**src/cctl_pkg.sv**
```systemverilog
// Package: register map, field layout and reset values of the control block
`default_nettype none
package cctl_pkg;
  localparam logic [3:0] ADDR_CTRL_LOW = 4'h0;
  localparam logic [3:0] ADDR_MODE = 4'h4;
  localparam logic [3:0] ADDR_STATUS = 4'h8;
  localparam int POS_ON = 15;
  localparam int POS_HALT = 13;
  localparam int POS_RATE = 12;
  localparam int POS_ACTIVE = 11;
  localparam int POS_WFT = 9;
  localparam int POS_WFIL = 8;
  localparam int POS_CLK = 7;
  localparam int POS_PXE = 6;
  localparam int POS_ISO = 5;
  localparam int POS_DN = 0;
  localparam logic [15:0] CTRL_RESET = 16'h0760;
  localparam logic [15:0] CTRL_WMASK = 16'hB7FF;
  localparam logic [15:0] CFG_ONLY_MASK = 16'h01E0;
  localparam logic [2:0] MODE_CONFIG = 3'h4;
  localparam logic [2:0] MODE_RESET = 3'h4;
  localparam logic [4:0] DN_MAX_VALID = 5'h12;
  localparam logic [1:0] RESP_OKAY = 2'h0;
  localparam logic [1:0] RESP_SLVERR = 2'h2;
  typedef struct packed {
    logic module_on;
    logic halt_when_idle;
    logic rate_switch_off;
    logic [1:0] wake_filter_time;
    logic wake_filter_on;
    logic module_clock_pick;
    logic proto_exception_off;
    logic iso_checksum_on;
    logic [4:0] filter_data_bit_count;
  } cctl_cfg_t;
endpackage : cctl_pkg
`default_nettype wire

```
**src/cctl_top.sv**
```systemverilog
// Low control register of the CAN FD module with its AXI4-Lite slave
`default_nettype none
module cctl_top (
  input wire logic aclk,
  input wire logic aresetn,
  input wire logic [3:0] s_axi_awaddr,
  input wire logic s_axi_awvalid,
  output logic s_axi_awready,
  input wire logic [31:0] s_axi_wdata,
  input wire logic [3:0] s_axi_wstrb,
  input wire logic s_axi_wvalid,
  output logic s_axi_wready,
  output logic [1:0] s_axi_bresp,
  output logic s_axi_bvalid,
  input wire logic s_axi_bready,
  input wire logic [3:0] s_axi_araddr,
  input wire logic s_axi_arvalid,
  output logic s_axi_arready,
  output logic [31:0] s_axi_rdata,
  output logic [1:0] s_axi_rresp,
  output logic s_axi_rvalid,
  input wire logic s_axi_rready,
  input wire logic device_idle,
  input wire logic frame_brs,
  input wire logic proto_exception,
  input wire logic engine_busy,
  output logic module_enable,
  output logic module_run,
  output logic data_rate_switch,
  output logic form_error_on_pxe,
  output logic pxe_detect_on,
  output logic [1:0] wake_filter_time,
  output logic wake_filter_on,
  output logic module_clock_pick,
  output logic iso_checksum_on,
  output logic [4:0] filter_data_bit_count,
  output logic filter_data_bits_valid
);
  logic [15:0] ctrl_r;
  logic [15:0] ctrl_nxt;
  logic [2:0] mode_r;
  logic aw_hold_r;
  logic w_hold_r;
  logic [3:0] awaddr_r;
  logic [31:0] wdata_r;
  logic [3:0] wstrb_r;
  logic wr_go;
  logic [15:0] wmask;
  logic cfg_mode;
  cctl_pkg::cctl_cfg_t cfg;
  logic active;

  // Expand byte strobes to a 16-bit lane mask
  function automatic logic [15:0] lane_mask(input logic [3:0] strb);
    lane_mask = {{8{strb[1]}}, {8{strb[0]}}};
  endfunction : lane_mask

  // Address and data are latched independently, either order
  assign s_axi_awready = !aw_hold_r && !s_axi_bvalid;
  assign s_axi_wready = !w_hold_r && !s_axi_bvalid;
  assign wr_go = aw_hold_r && w_hold_r && !s_axi_bvalid;

  always_ff @(posedge aclk) begin
    if (!aresetn) begin
      aw_hold_r <= 1'b0;
      awaddr_r <= 4'h0;
    end else if (s_axi_awvalid && s_axi_awready) begin
      aw_hold_r <= 1'b1;
      awaddr_r <= s_axi_awaddr;
    end else if (wr_go) begin
      aw_hold_r <= 1'b0;
    end
  end

  always_ff @(posedge aclk) begin
    if (!aresetn) begin
      w_hold_r <= 1'b0;
      wdata_r <= 32'h0000_0000;
      wstrb_r <= 4'h0;
    end else if (s_axi_wvalid && s_axi_wready) begin
      w_hold_r <= 1'b1;
      wdata_r <= s_axi_wdata;
      wstrb_r <= s_axi_wstrb;
    end else if (wr_go) begin
      w_hold_r <= 1'b0;
    end
  end

  // Write response one cycle after both halves are present
  always_ff @(posedge aclk) begin
    if (!aresetn) begin
      s_axi_bvalid <= 1'b0;
      s_axi_bresp <= cctl_pkg::RESP_OKAY;
    end else if (wr_go) begin
      s_axi_bvalid <= 1'b1;
      s_axi_bresp <= (awaddr_r == cctl_pkg::ADDR_STATUS)
        ? cctl_pkg::RESP_SLVERR : cctl_pkg::RESP_OKAY;
    end else if (s_axi_bready) begin
      s_axi_bvalid <= 1'b0;
    end
  end

  // Mode decided by the value currently held, not the one being written
  assign cfg_mode = (mode_r == cctl_pkg::MODE_CONFIG);

  // Configuration-only bits drop out of the mask outside config mode
  always_comb begin
    wmask = lane_mask(wstrb_r) & cctl_pkg::CTRL_WMASK;
    if (!cfg_mode) begin
      wmask = wmask & ~cctl_pkg::CFG_ONLY_MASK;
    end
    ctrl_nxt = (ctrl_r & ~wmask) | (wdata_r[15:0] & wmask);
  end

  always_ff @(posedge aclk) begin
    if (!aresetn) begin
      ctrl_r <= cctl_pkg::CTRL_RESET;
    end else if (wr_go && awaddr_r == cctl_pkg::ADDR_CTRL_LOW) begin
      ctrl_r <= ctrl_nxt;
    end
  end

  // Requested operating mode; starts in configuration
  always_ff @(posedge aclk) begin
    if (!aresetn) begin
      mode_r <= cctl_pkg::MODE_RESET;
    end else if (wr_go && awaddr_r == cctl_pkg::ADDR_MODE && wstrb_r[0]) begin
      mode_r <= wdata_r[2:0];
    end
  end

  assign cfg = cctl_pkg::cctl_cfg_t'({ctrl_r[15], ctrl_r[13:12],
                                      ctrl_r[10:0]});
  assign active = cfg.module_on && engine_busy;

  // Read channel; one read outstanding, data registered
  assign s_axi_arready = !s_axi_rvalid;
  always_ff @(posedge aclk) begin
    if (!aresetn) begin
      s_axi_rvalid <= 1'b0;
      s_axi_rdata <= 32'h0000_0000;
      s_axi_rresp <= cctl_pkg::RESP_OKAY;
    end else if (s_axi_arvalid && s_axi_arready) begin
      s_axi_rvalid <= 1'b1;
      s_axi_rresp <= cctl_pkg::RESP_OKAY;
      case (s_axi_araddr)
        cctl_pkg::ADDR_CTRL_LOW: begin
          s_axi_rdata <= {16'h0000, ctrl_r[15:12], active,
                          ctrl_r[10:0]};
        end
        cctl_pkg::ADDR_MODE: begin
          s_axi_rdata <= {29'h0000_0000, mode_r};
        end
        cctl_pkg::ADDR_STATUS: begin
          s_axi_rdata <= {31'h0000_0000, active};
        end
        default: begin
          s_axi_rdata <= 32'h0000_0000;
          s_axi_rresp <= cctl_pkg::RESP_SLVERR;
        end
      endcase
    end else if (s_axi_rready) begin
      s_axi_rvalid <= 1'b0;
    end
  end

  // Control outputs steering the protocol engine
  assign module_enable = cfg.module_on;
  // Idle halts only when asked to
  assign module_run = cfg.module_on
    && !(device_idle && cfg.halt_when_idle);
  assign data_rate_switch = frame_brs && !cfg.rate_switch_off;
  assign form_error_on_pxe = proto_exception
    && cfg.proto_exception_off;
  assign pxe_detect_on = !cfg.proto_exception_off;
  assign wake_filter_time = cfg.wake_filter_time;
  assign wake_filter_on = cfg.wake_filter_on;
  assign module_clock_pick = cfg.module_clock_pick;
  assign iso_checksum_on = cfg.iso_checksum_on;
  // Codes above eighteen select nothing
  assign filter_data_bit_count = cfg.filter_data_bit_count;
  assign filter_data_bits_valid =
    cfg.filter_data_bit_count <= cctl_pkg::DN_MAX_VALID;

  // Checks
  a_cfg_write_lock: assert property (@(posedge aclk) disable iff (!aresetn)
    (wr_go && awaddr_r == cctl_pkg::ADDR_CTRL_LOW && !cfg_mode)
    |=> ((ctrl_r & cctl_pkg::CFG_ONLY_MASK)
         == ($past(ctrl_r) & cctl_pkg::CFG_ONLY_MASK)))
    else $error("config-only field changed outside config mode");
  a_cfg_write_take: assert property (@(posedge aclk) disable iff (!aresetn)
    (wr_go && awaddr_r == cctl_pkg::ADDR_CTRL_LOW && cfg_mode
     && wstrb_r[0]) |=> (ctrl_r[7:5] == $past(wdata_r[7:5])))
    else $error("config write not stored");
  a_enable_out: assert property (@(posedge aclk) disable iff (!aresetn)
    module_enable == ctrl_r[15])
    else $error("enable output mismatch");
  a_idle_halt: assert property (@(posedge aclk) disable iff (!aresetn)
    (device_idle && ctrl_r[13]) |-> !module_run)
    else $error("module ran in idle");
  a_rate_switch: assert property (@(posedge aclk) disable iff (!aresetn)
    ctrl_r[12] |-> !data_rate_switch)
    else $error("rate switched while disabled");
  a_busy_read: assert property (@(posedge aclk) disable iff (!aresetn)
    (s_axi_arvalid && s_axi_arready
     && s_axi_araddr == cctl_pkg::ADDR_CTRL_LOW)
    |=> s_axi_rvalid && s_axi_rdata[11] == $past(active))
    else $error("busy flag mismatch");
  a_pxe_form: assert property (@(posedge aclk) disable iff (!aresetn)
    (proto_exception && ctrl_r[6]) |-> form_error_on_pxe)
    else $error("exception not form error");
  a_dn_valid: assert property (@(posedge aclk) disable iff (!aresetn)
    (ctrl_r[4:0] > 5'h12) |-> !filter_data_bits_valid)
    else $error("invalid count accepted");
  a_write_resp: assert property (@(posedge aclk) disable iff (!aresetn)
    wr_go |=> s_axi_bvalid ##0 !aw_hold_r)
    else $error("write response missing");

  // Output decode checks; the module clock pick output has none
  a_run_off: assert property (@(posedge aclk) disable iff (!aresetn)
    !ctrl_r[15] |-> !module_run)
    else $error("module ran while disabled");

  a_rate_follow: assert property (@(posedge aclk) disable iff (!aresetn)
    (!ctrl_r[12] && frame_brs) |-> data_rate_switch)
    else $error("per-message rate switch dropped");

  a_pxe_detect: assert property (@(posedge aclk) disable iff (!aresetn)
    pxe_detect_on != ctrl_r[6])
    else $error("exception detect enable mismatch");

  a_wake_time: assert property (@(posedge aclk) disable iff (!aresetn)
    wake_filter_time == ctrl_r[10:9])
    else $error("wake filter time mismatch");

  a_wake_filter: assert property (@(posedge aclk) disable iff (!aresetn)
    wake_filter_on == ctrl_r[8])
    else $error("wake filter enable mismatch");

  a_iso_crc: assert property (@(posedge aclk) disable iff (!aresetn)
    iso_checksum_on == ctrl_r[5])
    else $error("checksum mode mismatch");

  a_dn_pass: assert property (@(posedge aclk) disable iff (!aresetn)
    filter_data_bit_count == ctrl_r[4:0])
    else $error("filter bit count mismatch");

  // Reserved and busy positions are never stored
  a_fixed_bits: assert property (@(posedge aclk) disable iff (!aresetn)
    !ctrl_r[14] && !ctrl_r[11])
    else $error("read-only control bit stored");

  // A refused write to the status word must leave control untouched
  a_status_lock: assert property (@(posedge aclk) disable iff (!aresetn)
    (wr_go && awaddr_r == cctl_pkg::ADDR_STATUS)
    |=> ctrl_r == $past(ctrl_r))
    else $error("status write changed control");

  // Answers stand until the master takes them
  a_rdata_hold: assert property (@(posedge aclk) disable iff (!aresetn)
    (s_axi_rvalid && !s_axi_rready)
    |=> s_axi_rvalid && $stable(s_axi_rdata))
    else $error("read data dropped early");

  a_bvalid_hold: assert property (@(posedge aclk) disable iff (!aresetn)
    (s_axi_bvalid && !s_axi_bready) |=> s_axi_bvalid)
    else $error("write response dropped early");

  a_ar_accept: assert property (@(posedge aclk) disable iff (!aresetn)
    (s_axi_arvalid && s_axi_arready) |=> s_axi_rvalid)
    else $error("read answer missing");

  // Scenarios worth seeing at least once
  c_rate_off: cover property (@(posedge aclk) disable iff (!aresetn)
    frame_brs && ctrl_r[12]);
  c_cfg_write: cover property (@(posedge aclk) disable iff (!aresetn)
    wr_go && cfg_mode && awaddr_r == cctl_pkg::ADDR_CTRL_LOW);
  c_locked_write: cover property (@(posedge aclk) disable iff (!aresetn)
    wr_go && !cfg_mode && awaddr_r == cctl_pkg::ADDR_CTRL_LOW);
  c_idle_halt: cover property (@(posedge aclk) disable iff (!aresetn)
    device_idle && ctrl_r[13] && ctrl_r[15]);
  c_read_busy: cover property (@(posedge aclk) disable iff (!aresetn)
    s_axi_rvalid && s_axi_rdata[11]);
endmodule : cctl_top
`default_nettype wire

```
**config.mk**
```make
export PLATFORM = sky130hd
export DESIGN_NAME = cctl_top
export DESIGN_NICKNAME = d
export VERILOG_FILES = /design/src/cctl_pkg.sv /design/src/cctl_top.sv
export SDC_FILE = /design/constraint.sdc
export NUM_CORES = 1
export LEC_CHECK = 0
export ABC_AREA = 1
export BUFFER_PORTS_ARGS = -buffer_cell sky130_fd_sc_hd__buf_2
export CAP_MARGIN = 15
export CORE_MARGIN = 2
export CORE_UTILIZATION = 50
export DETAILED_ROUTE_END_ITERATION = 6
export PLACE_DENSITY = 0.9
export SLEW_MARGIN = 25
export SYNTH_ARGS = -nofsm -noshare
export SYNTH_HDL_FRONTEND = slang
export SYNTH_SLANG_ARGS = --single-unit
```
**constraint.sdc**
```tcl
create_clock -name aclk -period 2.65 [get_ports aclk]
set_input_delay 0.265 -clock aclk [delete_from_list [all_inputs] [get_ports aclk]]
set_output_delay 0.265 -clock aclk [all_outputs]
set_load 0.005 [all_outputs]
```
# Word level (Yosys, flattened, before mapping)
# Index checks and enable logic that the tools add are counted.
# word_totals
ff_bits,81
latch_bits,0
ram_bits,0
mem_bits_ro,0
inputBits,55
out_inout_bits,57
memories,0
# classes
add_sub_neg,0
multipliers,0
n_div,0
order_cmp,1
n_eq_ne,5
shift,0
mux,11
bitwise_logic,4
n_reduce_logical,29
# op_table
op,n
$pmux W16 S3,1
$and A16 B16 Y16,2
$not A16 Y16,1
$or A16 B16 Y16,1
$logic_and A1 B1 Y1,15
$mux W9,1
$eq A4 B3 Y1 const B,2
$eq A4 B4 Y1 const B,2
$logic_not A4 Y1,2
$reduce_bool A2 Y1,4
$logic_not A1 Y1,7
$mux W1,7
$le A5 B5 Y1 const B,1
$mux W2,2
$eq A3 B3 Y1 const B,1
$reduce_or A3 Y1,1

# Logic depth before layout (Yosys ltp)
# Gate-level depths: netlist of run 1.
# logic_depth
word_depth,5
mapped_depth,7
depth_no_buf,7

# Worst setup path after synthesis of run 1
# Ideal clock, no wire load.
# synth_timing
path_kind,register to register
startpoint,reg s_axi_bvalid
endpoint,reg with a tool-made name
setup_time_ns,0.138
arrival_ns,0.987
required_ns,2.512
slack_ns,1.525
path_stages_with_launch,7
period_less_slack_ns,1.125
cell_sequence,dfxtp_1 inv_1 nand3_2 nor2_4 nand2_1 nand2_1 o211ai_1
# synth_rtl
element,line_no,text
"start, declared",cctl_top.sv:14,"output logic s_axi_bvalid,"
"start signal, assigned",cctl_top.sv:92,s_axi_bvalid <= 1'b0;
"start signal, assigned",cctl_top.sv:95,s_axi_bvalid <= 1'b1;
"start signal, assigned",cctl_top.sv:99,s_axi_bvalid <= 1'b0;

# Final worst setup path of run 1
# layout_timing
startpoint,reg s_axi_bvalid
endpoint,reg wdata_r[13]
# layout_between
elab_chain_cells,3
# layout_lines
element,line_no,text
$logic_not A1 Y1,cctl_top.sv:60,assign s_axi_wready = !w_hold_r && !s_axi_bvalid;
$logic_and A1 B1 Y1,cctl_top.sv:60,
$logic_and A1 B1 Y1,cctl_top.sv:80,end else if (s_axi_wvalid && s_axi_wready) begin
"end signal, assigned",cctl_top.sv:82,wdata_r <= s_axi_wdata;
"end, declared",cctl_top.sv:45,logic [31:0] wdata_r;
# Every way passes these cells.
# A chain may end at the register's enable or synchronous reset.

==> results of run 1 <==
==> final timing paths <==
| path | startpoint | end | slack (ps) | cells past startpoint |
|---|---|---|---|---|
| setup / recovery | s_axi_bvalid$_SDFFE_PN0P_ | wdata_r[13]$_SDFFE_PN0P_ | 1070 | 5 |
| hold / removal | s_axi_awaddr[0] | awaddr_r[0]$_SDFFE_PN0P_ | 190 | 3 |
| setup reg to reg | s_axi_bvalid$_SDFFE_PN0P_ | wdata_r[13]$_SDFFE_PN0P_ | 1070 | 5 |
| hold reg to reg | wdata_r[9]$_SDFFE_PN0P_ | wdata_r[9]$_SDFFE_PN0P_ | 450 | 2 |
==> cell families (layout without fill, tap and decap cells) <==
| family | count (synthesis) | in the layout | share of synthesized area [%] |
|---|---|---|---|
| and+or+nand+nor | 140 | 140 | 24.1 |
| AOI/OAI and AO/OA | 69 | 69 | 14.6 |
| buffers and inverters | 61 | 111 | 13.9 |
| DFF | 58 | 58 | 47.3 |
| other | 1 | 19 | 0.153 |
==> metrics by stage <==
| stage | cell area [sq um] | instances | hold slack [ps] |
|---|---|---|---|
| detailed placement | 2730 | 449 | 450 |
| finish | 2910 | 464 | 190 |
| global route | 2910 | 464 | 196 |
| global placement | 2730 | 449 | 444 |
| floorplan | 2520 | 347 | 429 |
| CTS | 2910 | 464 | 178 |
==> cell usage in the layout, fill, tap and decap left out <==
cell	instances
buf_2	72
dfxtp_1	58
nand2_1	57
nor2_1	48
a21oi_1	33
o21ai_0	31
nand3_1	27
inv_1	20
conb_1	19
clkbuf_8	13
o211ai_1	2
nand4_1	2
clkinv_2	2
buf_4	2
a21boi_0	1
a211o_1	1
nor3_1	1
inv_2	1
clkinv_1	1
nor2_2	1
nand3_2	1
nor2_4	1
nor3_2	1
o21a_1	1
nand3b_1	1
==> power breakdown <==
| part | switching, uW | leakage, uW | internal [uW] |
|---|---|---|---|
| registers | 30.2 | 0.000475 | 920 |
| logic | 114 | 0.000816 | 70.4 |
| clock network | 320 | 0.000101 | 433 |
| total | 464 | 0.00139 | 1420 |
==> worst reg2reg max path, delay by kind of cell (launching register included) <==
| kind | cells | cell delay [ps] |
|---|---|---|
| and+or+nand+nor | 4 | 760 |
| buffers and inverters | 1 | 330 |
| DFF | 1 | 370 |
==> layout make-up <==
| class | instances | area, sq um |
|---|---|---|
| fill | 419 | 1810 |
| sequential | 58 | 1160 |
| multi-input combinational | 228 | 1020 |
| timing repair buffer | 74 | 375 |
| clock buffer | 13 | 179 |
| tap | 67 | 83.8 |
| inverter | 22 | 82.6 |
| clock inverter | 2 | 10.0 |
==> metal layers <==
metal	global-route usage [%]	routed length (um)	vias to the layer above	share of wire, %
met2	31.9	2260	77	45
met3	4.47	333	11	6.6
li1	-	-	1153	-
met4	11.3	95	0	1.9
met5	0	0	-	0
met1	24.6	2360	942	47
==> flow_metrics.env, run 1 <==
export IMPL_first_iter_violations=73
export IMPL_max_freq_mhz=634
export IMPL_crit_fanout=23
export IMPL_ys_ff_latch=58
export IMPL_nets=448
export IMPL_synthTopCellsByCount="dfxtp_1, nand2_1, nor2_1"
export IMPL_worst_setup_path_type="reg2reg"
export IMPL_synth_ff_type="dfxtp_1"
export IMPL_synthArstFlopShare_pct=0
export IMPL_crit_arrival_ps=1790
export IMPL_fin_crit_sh_pct=59.5
export IMPL_layout_drive_gt1_share_pct=23.7
export IMPL_yosys_warnings=0
export IMPL_final_util_pct=61.7
export IMPL_period_minus_slack_ps=1580
export IMPL_final_max_slew_viol_count=0
export IMPL_grt_pass1_vias=1931
export IMPL_drc_errors=0
export IMPL_synth_enable_flop_cells=0
export IMPL_grt_overflow=0
export IMPL_synth_seq_area_share_pct=47.3
export IMPL_cts_tree="yes"
export IMPL_synth_area_sq_um=2460
export IMPL_p_leak_uw=0.00139
export IMPL_cts_root_buf="clkbuf_8"
export IMPL_cts_inserted_buffers=9
export IMPL_synth_area_leaders="dfxtp_1, nand2_1, buf_4"
export IMPL_clock_sinks=58
export IMPL_clkTransAtPathRegs_ps=60
export IMPL_area_growth_syn_to_layout_pct=18.6
export IMPL_synth_avg_cell_area_sq_um=7.47
export IMPL_drt_wirelength_per_cell_um=10.9
export IMPL_cts_htree_levels=3
export IMPL_post_cts_resized=0
export IMPL_finClkSkew_ps=7.62
export IMPL_synthCells=329
export IMPL_dpl_hpwl_um=3660
export IMPL_totalPowerFinal_uw=1890
export IMPL_worstPathRequired_ps=2870
export IMPL_io_pins=112
export IMPL_netlist_area_leader_share_pct=47.3
export IMPL_finalSetupViolations=0
export IMPL_die_area_sq_um=5490
export IMPL_wl_um=5050
export IMPL_hold_path_class="in2reg"
export IMPL_worst_setup_path_start_kind="register"
export IMPL_synth_area_leader_cell="dfxtp_1"
export IMPL_critPathSlowestCell="nand2_1"
export IMPL_grt_total_usage_pct=19.9
export IMPL_clockBufferDepth=2
export IMPL_grt_pass1_wl_um=8290
export IMPL_synth_cell_type_count=25
export IMPL_hold_buffers=0
export IMPL_cap_violations=0
export IMPL_initial_core_util_pct=52.0
export IMPL_io_buffers=72
export IMPL_gp_congestion=0.848
export IMPL_fin_tns_setup_ps=0
export IMPL_p_per_area_nw_per_um2=648
export IMPL_grt_antenna_before_repair=0
export IMPL_relSlewSlack_pct=58.4
export IMPL_die_y_um=74.1
export IMPL_dieWidth_um=74.1
export IMPL_hold_viol=0
export IMPL_num_vias=2183
export IMPL_cp_end_kind="register"
export IMPL_diodes=0
export IMPL_vdd_drop_max_mv=0.402
export IMPL_post_cts_buffers=0
export IMPL_crit_chain="nor2_1 -> nand2_1 -> inv_1 -> nor2_1 -> nor2_1"
export IMPL_rsz0062_at_grt="no"
export IMPL_path_delay_family="simple AND/OR/NAND/NOR gates"
export IMPL_tightest_slew_ps=622
export IMPL_worst_slack_ps=1070
export IMPL_path_buf_inv=1
export IMPL_core_rowCount=25
export IMPL_clock_latency_ps=330
export IMPL_slowest_delay_ps=460
export IMPL_core_sq_um=4720
export IMPL_cp_common_cell="nor2_1"
export IMPL_dr_pass1_iters=4
export IMPL_ant_nets=0
export IMPL_avgViaCountPerCell=4.70
export IMPL_status="completed"
export IMPL_yosysMostFrequentCell="dfxtp_1"
export IMPL_place_ws_ps=1070
export IMPL_grt_max_degree=41
Power figures use the tool's default switching activity.
==> inputs of run 2 (changes only) <==
Settings changed: CORE_UTILIZATION 50 to 42, PLACE_DENSITY 0.9 to 0.81.
Clock period 2.65 ns to 1.44 ns, I/O delays scaled along.
==> run 2 against run 1 <==
Sequential power grew 84%. Clock power grew 79%. Setup slack lost 940 ps. Non-clock buffer count up 7. Final cell count grew 2.8%. Largest cell class unchanged. Largest power group unchanged.
==> flow_metrics.env, run 2 (synthesized netlist as in run 1, its figures left out) <==
export IMPL_final_cell_mix="buf_2, dfxtp_1, nand2_1"
export IMPL_grt_pass1_wl_um=8580
export IMPL_final_util_pct=53.4
export IMPL_critPathSlowestCell="dfxtp_1"
export IMPL_post_cts_resized=0
export IMPL_gp_congestion=0.784
export IMPL_hold_path_class="in2reg"
export IMPL_core_rowCount=27
export IMPL_cp_end_kind="register"
export IMPL_grt_max_degree=41
export IMPL_cts_inserted_buffers=9
export IMPL_finClkSkew_ps=7.16
export IMPL_crit_chain="nor2_2 -> nand2_1 -> nor2_4 -> nand2_1 -> nand2_1 -> o211ai_1"
export IMPL_slowest_delay_ps=320
export IMPL_path_buf_inv=0
export IMPL_grt_pass1_vias=1960
export IMPL_r2r_start="awaddr_r[1]$_SDFFE_PN0P_"
export IMPL_finalSetupViolations=0
export IMPL_cts_tree="yes"
export IMPL_layout_drive_gt1_share_pct=24.7
export IMPL_cp_common_cell="nand2_1"
export IMPL_period_minus_slack_ps=1310
export IMPL_io_pins=112
export IMPL_clockBufferDepth=2
export IMPL_p_leak_uw=0.00143
export IMPL_worst_slack_ps=134
export IMPL_die_y_um=80.5
export IMPL_status="completed"
export IMPL_dieWidth_um=80.5
export IMPL_cap_violations=0
export IMPL_p_per_area_nw_per_um2=1160
export IMPL_grt_total_usage_pct=17.5
export IMPL_grt_overflow=0
export IMPL_io_buffers=72
export IMPL_hold_buffers=0
export IMPL_die_area_sq_um=6480
export IMPL_worstHoldStart="s_axi_awaddr[1]"
export IMPL_ant_nets=0
export IMPL_worst_setup_path_start_kind="register"
export IMPL_min_to="awaddr_r[1]$_SDFFE_PN0P_"
export IMPL_core_sq_um=5570
export IMPL_avgViaCountPerCell=4.70
export IMPL_dpl_hpwl_um=3990
export IMPL_final_max_slew_viol_count=0
export IMPL_r2r_cells=6
export IMPL_path_delay_family="simple AND/OR/NAND/NOR gates"
export IMPL_grt_util_met3_pct=7.19
export IMPL_grt_busiest_layer="met2"
export IMPL_drc_errors=0
export IMPL_nets=455
export IMPL_diodes=0
export IMPL_hold_viol=0
export IMPL_layout_commonest_cell="buf_2"
export IMPL_first_iter_violations=79
export IMPL_drt_wirelength_per_cell_um=11.2
export IMPL_initial_core_util_pct=44.1
export IMPL_whs_path_depth=3
export IMPL_clock_latency_ps=340
export IMPL_vdd_drop_max_mv=0.747
export IMPL_worst_setup_path_type="reg2reg"
export IMPL_place_ws_ps=132
export IMPL_fin_crit_sh_pct=90.7
export IMPL_fin_tns_setup_ps=0
export IMPL_cts_htree_levels=3
export IMPL_area_growth_syn_to_layout_pct=21.2
export IMPL_use_met1_pct=20.9
export IMPL_cts_root_buf="clkbuf_8"
export IMPL_rsz0062_at_grt="no"
export IMPL_num_vias=2241
export IMPL_clkTransAtPathRegs_ps=60
export IMPL_worstPathRequired_ps=1640
export IMPL_crit_fanout=10
export IMPL_post_cts_buffers=0
export IMPL_dr_pass1_iters=4
export IMPL_crit_arrival_ps=1500
export IMPL_wl_um=5360
export IMPL_hold_ws_ps=63.2
export IMPL_grt_use_met2_pct=28.0
export IMPL_max_freq_mhz=766
export IMPL_clock_sinks=58
export IMPL_grt_antenna_before_repair=0
export IMPL_reg2reg_slack_ps=130
-- run 2: changes by cell type in the layout (fill, tap and decap cells not counted) --
cell	delta
clkbuf_1	+2
clkbuf_8	-1
buf_4	+6
buf_12	+1
-- run 2: worst max path at each step --
stage / from / cells after the start / end
6_report: awaddr_r[1]$_SDFFE_PN0P_ / 6 / register
5_1_grt: s_axi_bvalid$_SDFFE_PN0P_ / 6 / register
4_1_cts: s_axi_bvalid$_SDFFE_PN0P_ / 6 / register
3_5_place_dp: s_axi_bvalid$_SDFFE_PN0P_ / 6 / register
3_3_place_gp: s_axi_bvalid$_SDFFE_PN0P_ / 6 / register
2_1_floorplan: s_axi_bvalid$_SDFFE_PN0P_ / 6 / register
-- run 2: area by class of cell --
class / instances / area [sq um]
fill: 556 / 2590
sequential: 58 / 1160
multi-input combinational: 228 / 1020
timing repair buffer: 81 / 440
clock buffer: 14 / 173
tap: 72 / 90.1
inverter: 22 / 82.6
clock inverter: 2 / 10.0
-- run 2: worst min-delay path: cells and delay by family --
kind	cells	cell delay [ps]
AO/OA/AOI/OAI	1	70
AND/OR/NAND/NOR	1	80
buffers and inverters	1	70
-- run 2: power breakdown --
group          internal [uW]  leakage (uW)  switching [uW]
clock                    760     0.0000965             586
combinational            151      0.000856             217
sequential              1690      0.000475            53.5
total                   2600       0.00143             856
-- run 2: routing by layer --
layer / vias up / part of all wire (%) / wire length (um)
met5: - / 0 / 0
met1: 994 / 46 / 2480
met3: 6 / 6.9 / 369
met2: 71 / 46 / 2440
li1: 1170 / - / -
met4: 0 / 1.4 / 73
-- run 2: through the flow --
| stage | std cells | cell area, sq um | total power [uW] |
|---|---|---|---|
| floorplan | 347 | 2520 | 2030 |
| global placement | 461 | 2800 | 2140 |
| detailed placement | 461 | 2800 | 2150 |
| CTS | 477 | 2980 | 3510 |
| global route | 477 | 2980 | 3640 |
| finish | 477 | 2980 | 3460 |
==> inputs of run 3 (changes only) <==
--- a/config.mk
+++ b/config.mk
@@ -12,4 +12,6 @@
 export CORE_UTILIZATION = 42
+export CTS_CLUSTER_DIAMETER = 80
 export DETAILED_ROUTE_END_ITERATION = 6
 export PLACE_DENSITY = 0.81
+export REMOVE_ABC_BUFFERS = 1
 export SLEW_MARGIN = 25
--- a/constraint.sdc
+++ b/constraint.sdc
@@ -3,2 +3,2 @@
 set_output_delay 0.144 -clock aclk [all_outputs]
-set_load 0.005 [all_outputs]
+set_load 0.05 [all_outputs]
==> run 3 against run 2 <==
Design area is 1.3% higher. Non-clock buffer count rose by 3. Clock skew is 0.92 ps higher. Sequential power barely moved. Die area unchanged. Routed wire length up 2.0%. Global-route usage fell by 0.25 points. Total power is 11% higher.
==> flow_metrics.env, run 3 (synthesized netlist as in run 1, its figures left out) <==
export IMPL_status="completed"
export IMPL_core_sq_um=5570
export IMPL_hold_viol=0
export IMPL_crit_fanout=4
export IMPL_die_y_um=80.5
export IMPL_worst_setup_path_type="reg2out"
export IMPL_grt_pass1_vias=1903
export IMPL_io_pins=112
export IMPL_relSlewSlack_pct=63.3
export IMPL_grt_pass1_wl_um=8470
export IMPL_final_max_slew_viol_count=0
export IMPL_clockBufferDepth=2
export IMPL_cts_root_buf="clkbuf_8"
export IMPL_drc_errors=0
export IMPL_diodes=0
export IMPL_die_area_sq_um=6480
export IMPL_nets=458
export IMPL_critPathSlowestCell="dfxtp_1"
export IMPL_rsz0062_at_grt="no"
export IMPL_max_freq_mhz=741
export IMPL_final_cell_mix="buf_2, dfxtp_1, nand2_1"
export IMPL_dr_pass1_iters=4
export IMPL_slowest_delay_ps=350
export IMPL_drt_wirelength_per_cell_um=11.4
export IMPL_hold_path_class="in2reg"
export IMPL_stdcell_area_sq_um=3020
export IMPL_wl_um=5470
export IMPL_clock_sinks=58
export IMPL_cp_end_kind="output port"
export IMPL_grt_max_degree=22
export IMPL_core_rowCount=27
export IMPL_finalSetupViolations=0
export IMPL_dieWidth_um=80.5
export IMPL_fin_tns_setup_ps=0
export IMPL_layout_commonest_cell="buf_2"
export IMPL_reg2reg_slack_ps=130
export IMPL_p_leak_uw=0.00145
export IMPL_grt_overflow=0
export IMPL_crit_chain="a211o_1 -> nand2_1 -> buf_6"
export IMPL_r2r_cells=6
export IMPL_grt_total_usage_pct=17.2
export IMPL_p_per_area_nw_per_um2=1270
export IMPL_period_minus_slack_ps=1350
export IMPL_finClkSkew_ps=8.08
export IMPL_tightest_slew_ps=547
export IMPL_cts_inserted_buffers=9
export IMPL_n_fill_cell=541
export IMPL_worstHoldStart="s_axi_wdata[12]"
export IMPL_cap_violations=0
export IMPL_avgViaCountPerCell=4.71
export IMPL_cts_htree_levels=3
export IMPL_dpl_hpwl_um=3980
export IMPL_worstPathRequired_ps=1300
export IMPL_final_util_pct=54.2
export IMPL_crit_arrival_ps=1210
export IMPL_first_iter_violations=130
export IMPL_worst_setup_path_start_kind="register"
export IMPL_whs_path_depth=3
export IMPL_r2r_start="awaddr_r[1]$_SDFFE_PN0P_"
export IMPL_min_to="wdata_r[12]$_SDFFE_PN0P_"
export IMPL_fin_crit_sh_pct=93.7
export IMPL_clock_latency_ps=330
export IMPL_initial_core_util_pct=44.1
export IMPL_area_growth_syn_to_layout_pct=22.9
export IMPL_vdd_drop_max_mv=0.581
export IMPL_grt_antenna_before_repair=0
export IMPL_ant_nets=0
export IMPL_cts_tree="yes"
export IMPL_totalPowerFinal_uw=3840
export IMPL_clkTransAtPathRegs_ps=70
export IMPL_gp_congestion=0.797
export IMPL_layout_drive_gt1_share_pct=25.7
export IMPL_num_vias=2260
export IMPL_dpl_instance_area_sq_um=2790
export IMPL_io_buffers=72
## run 3: worst max-delay path by stage
stage / start / to / slack, ps / depth (start not counted)
after floorplan: s_axi_bvalid$_SDFFE_PN0P_ / wdata_r[12]$_SDFFE_PN0P_ / -850 / 5
after global placement: s_axi_bvalid$_SDFFE_PN0P_ / register / 150 / 7
after detailed placement: s_axi_bvalid$_SDFFE_PN0P_ / register / 100 / 6
after CTS: register / filter_data_bits_valid / 8 / 3
after global routing: awaddr_r[1]$_SDFFE_PN0P_ / register / 30 / 7
final: register / filter_data_bits_valid / 90 / 3
## run 3: worst max-delay path: cells and delay by family, from the launching register on
family,cells,cell delay (ps)
simple gates,1,80
compound gates,1,300
flops,1,350
buf+inv,1,160
## run 3: per-stage QoR
step	hold WS, ps	worst slack (ps)	instances
after floorplan	228	-850	308
after global routing	54.4	28.9	480
after global placement	399	152	462
after CTS	47.9	8.04	478
after detailed placement	396	105	462
final	64.2	90.6	480
## run 3: layout make-up
| cell class | instances | area [sq um] | area share (%) |
|---|---|---|---|
| clock buffer | 11 | 151 | 5.01 |
| clock inverter | 5 | 52.6 | 1.74 |
| inverter | 22 | 85.1 | 2.82 |
| multi-input combinational | 228 | 1020 | 33.9 |
| sequential | 58 | 1160 | 38.5 |
| tap | 72 | 90.1 | 2.98 |
| timing repair buffer | 84 | 457 | 15.1 |
## run 3: power by group
part / internal, uW / switching (uW) / total [uW]
registers: 1690 / 51.9 / 1740
logic: 150 / 454 / 604
clock network: 883 / 612 / 1490
total: 2730 / 1120 / 3840
## run 3: repair_timing
item | CTS | global route
endpoints found under the setup margin | 0 | 9
hold buffers | 0 | 0
buffers inserted | 0 | 2
gates resized for setup | 0 | 4
## run 3: layer usage
layer / GRT usage (%) / share of wire [%]
met3: 6.74 / 7.7
met1: 21.1 / 46
met5: 0 / 0
met4: 6.10 / 0.57
met2: 27.4 / 46
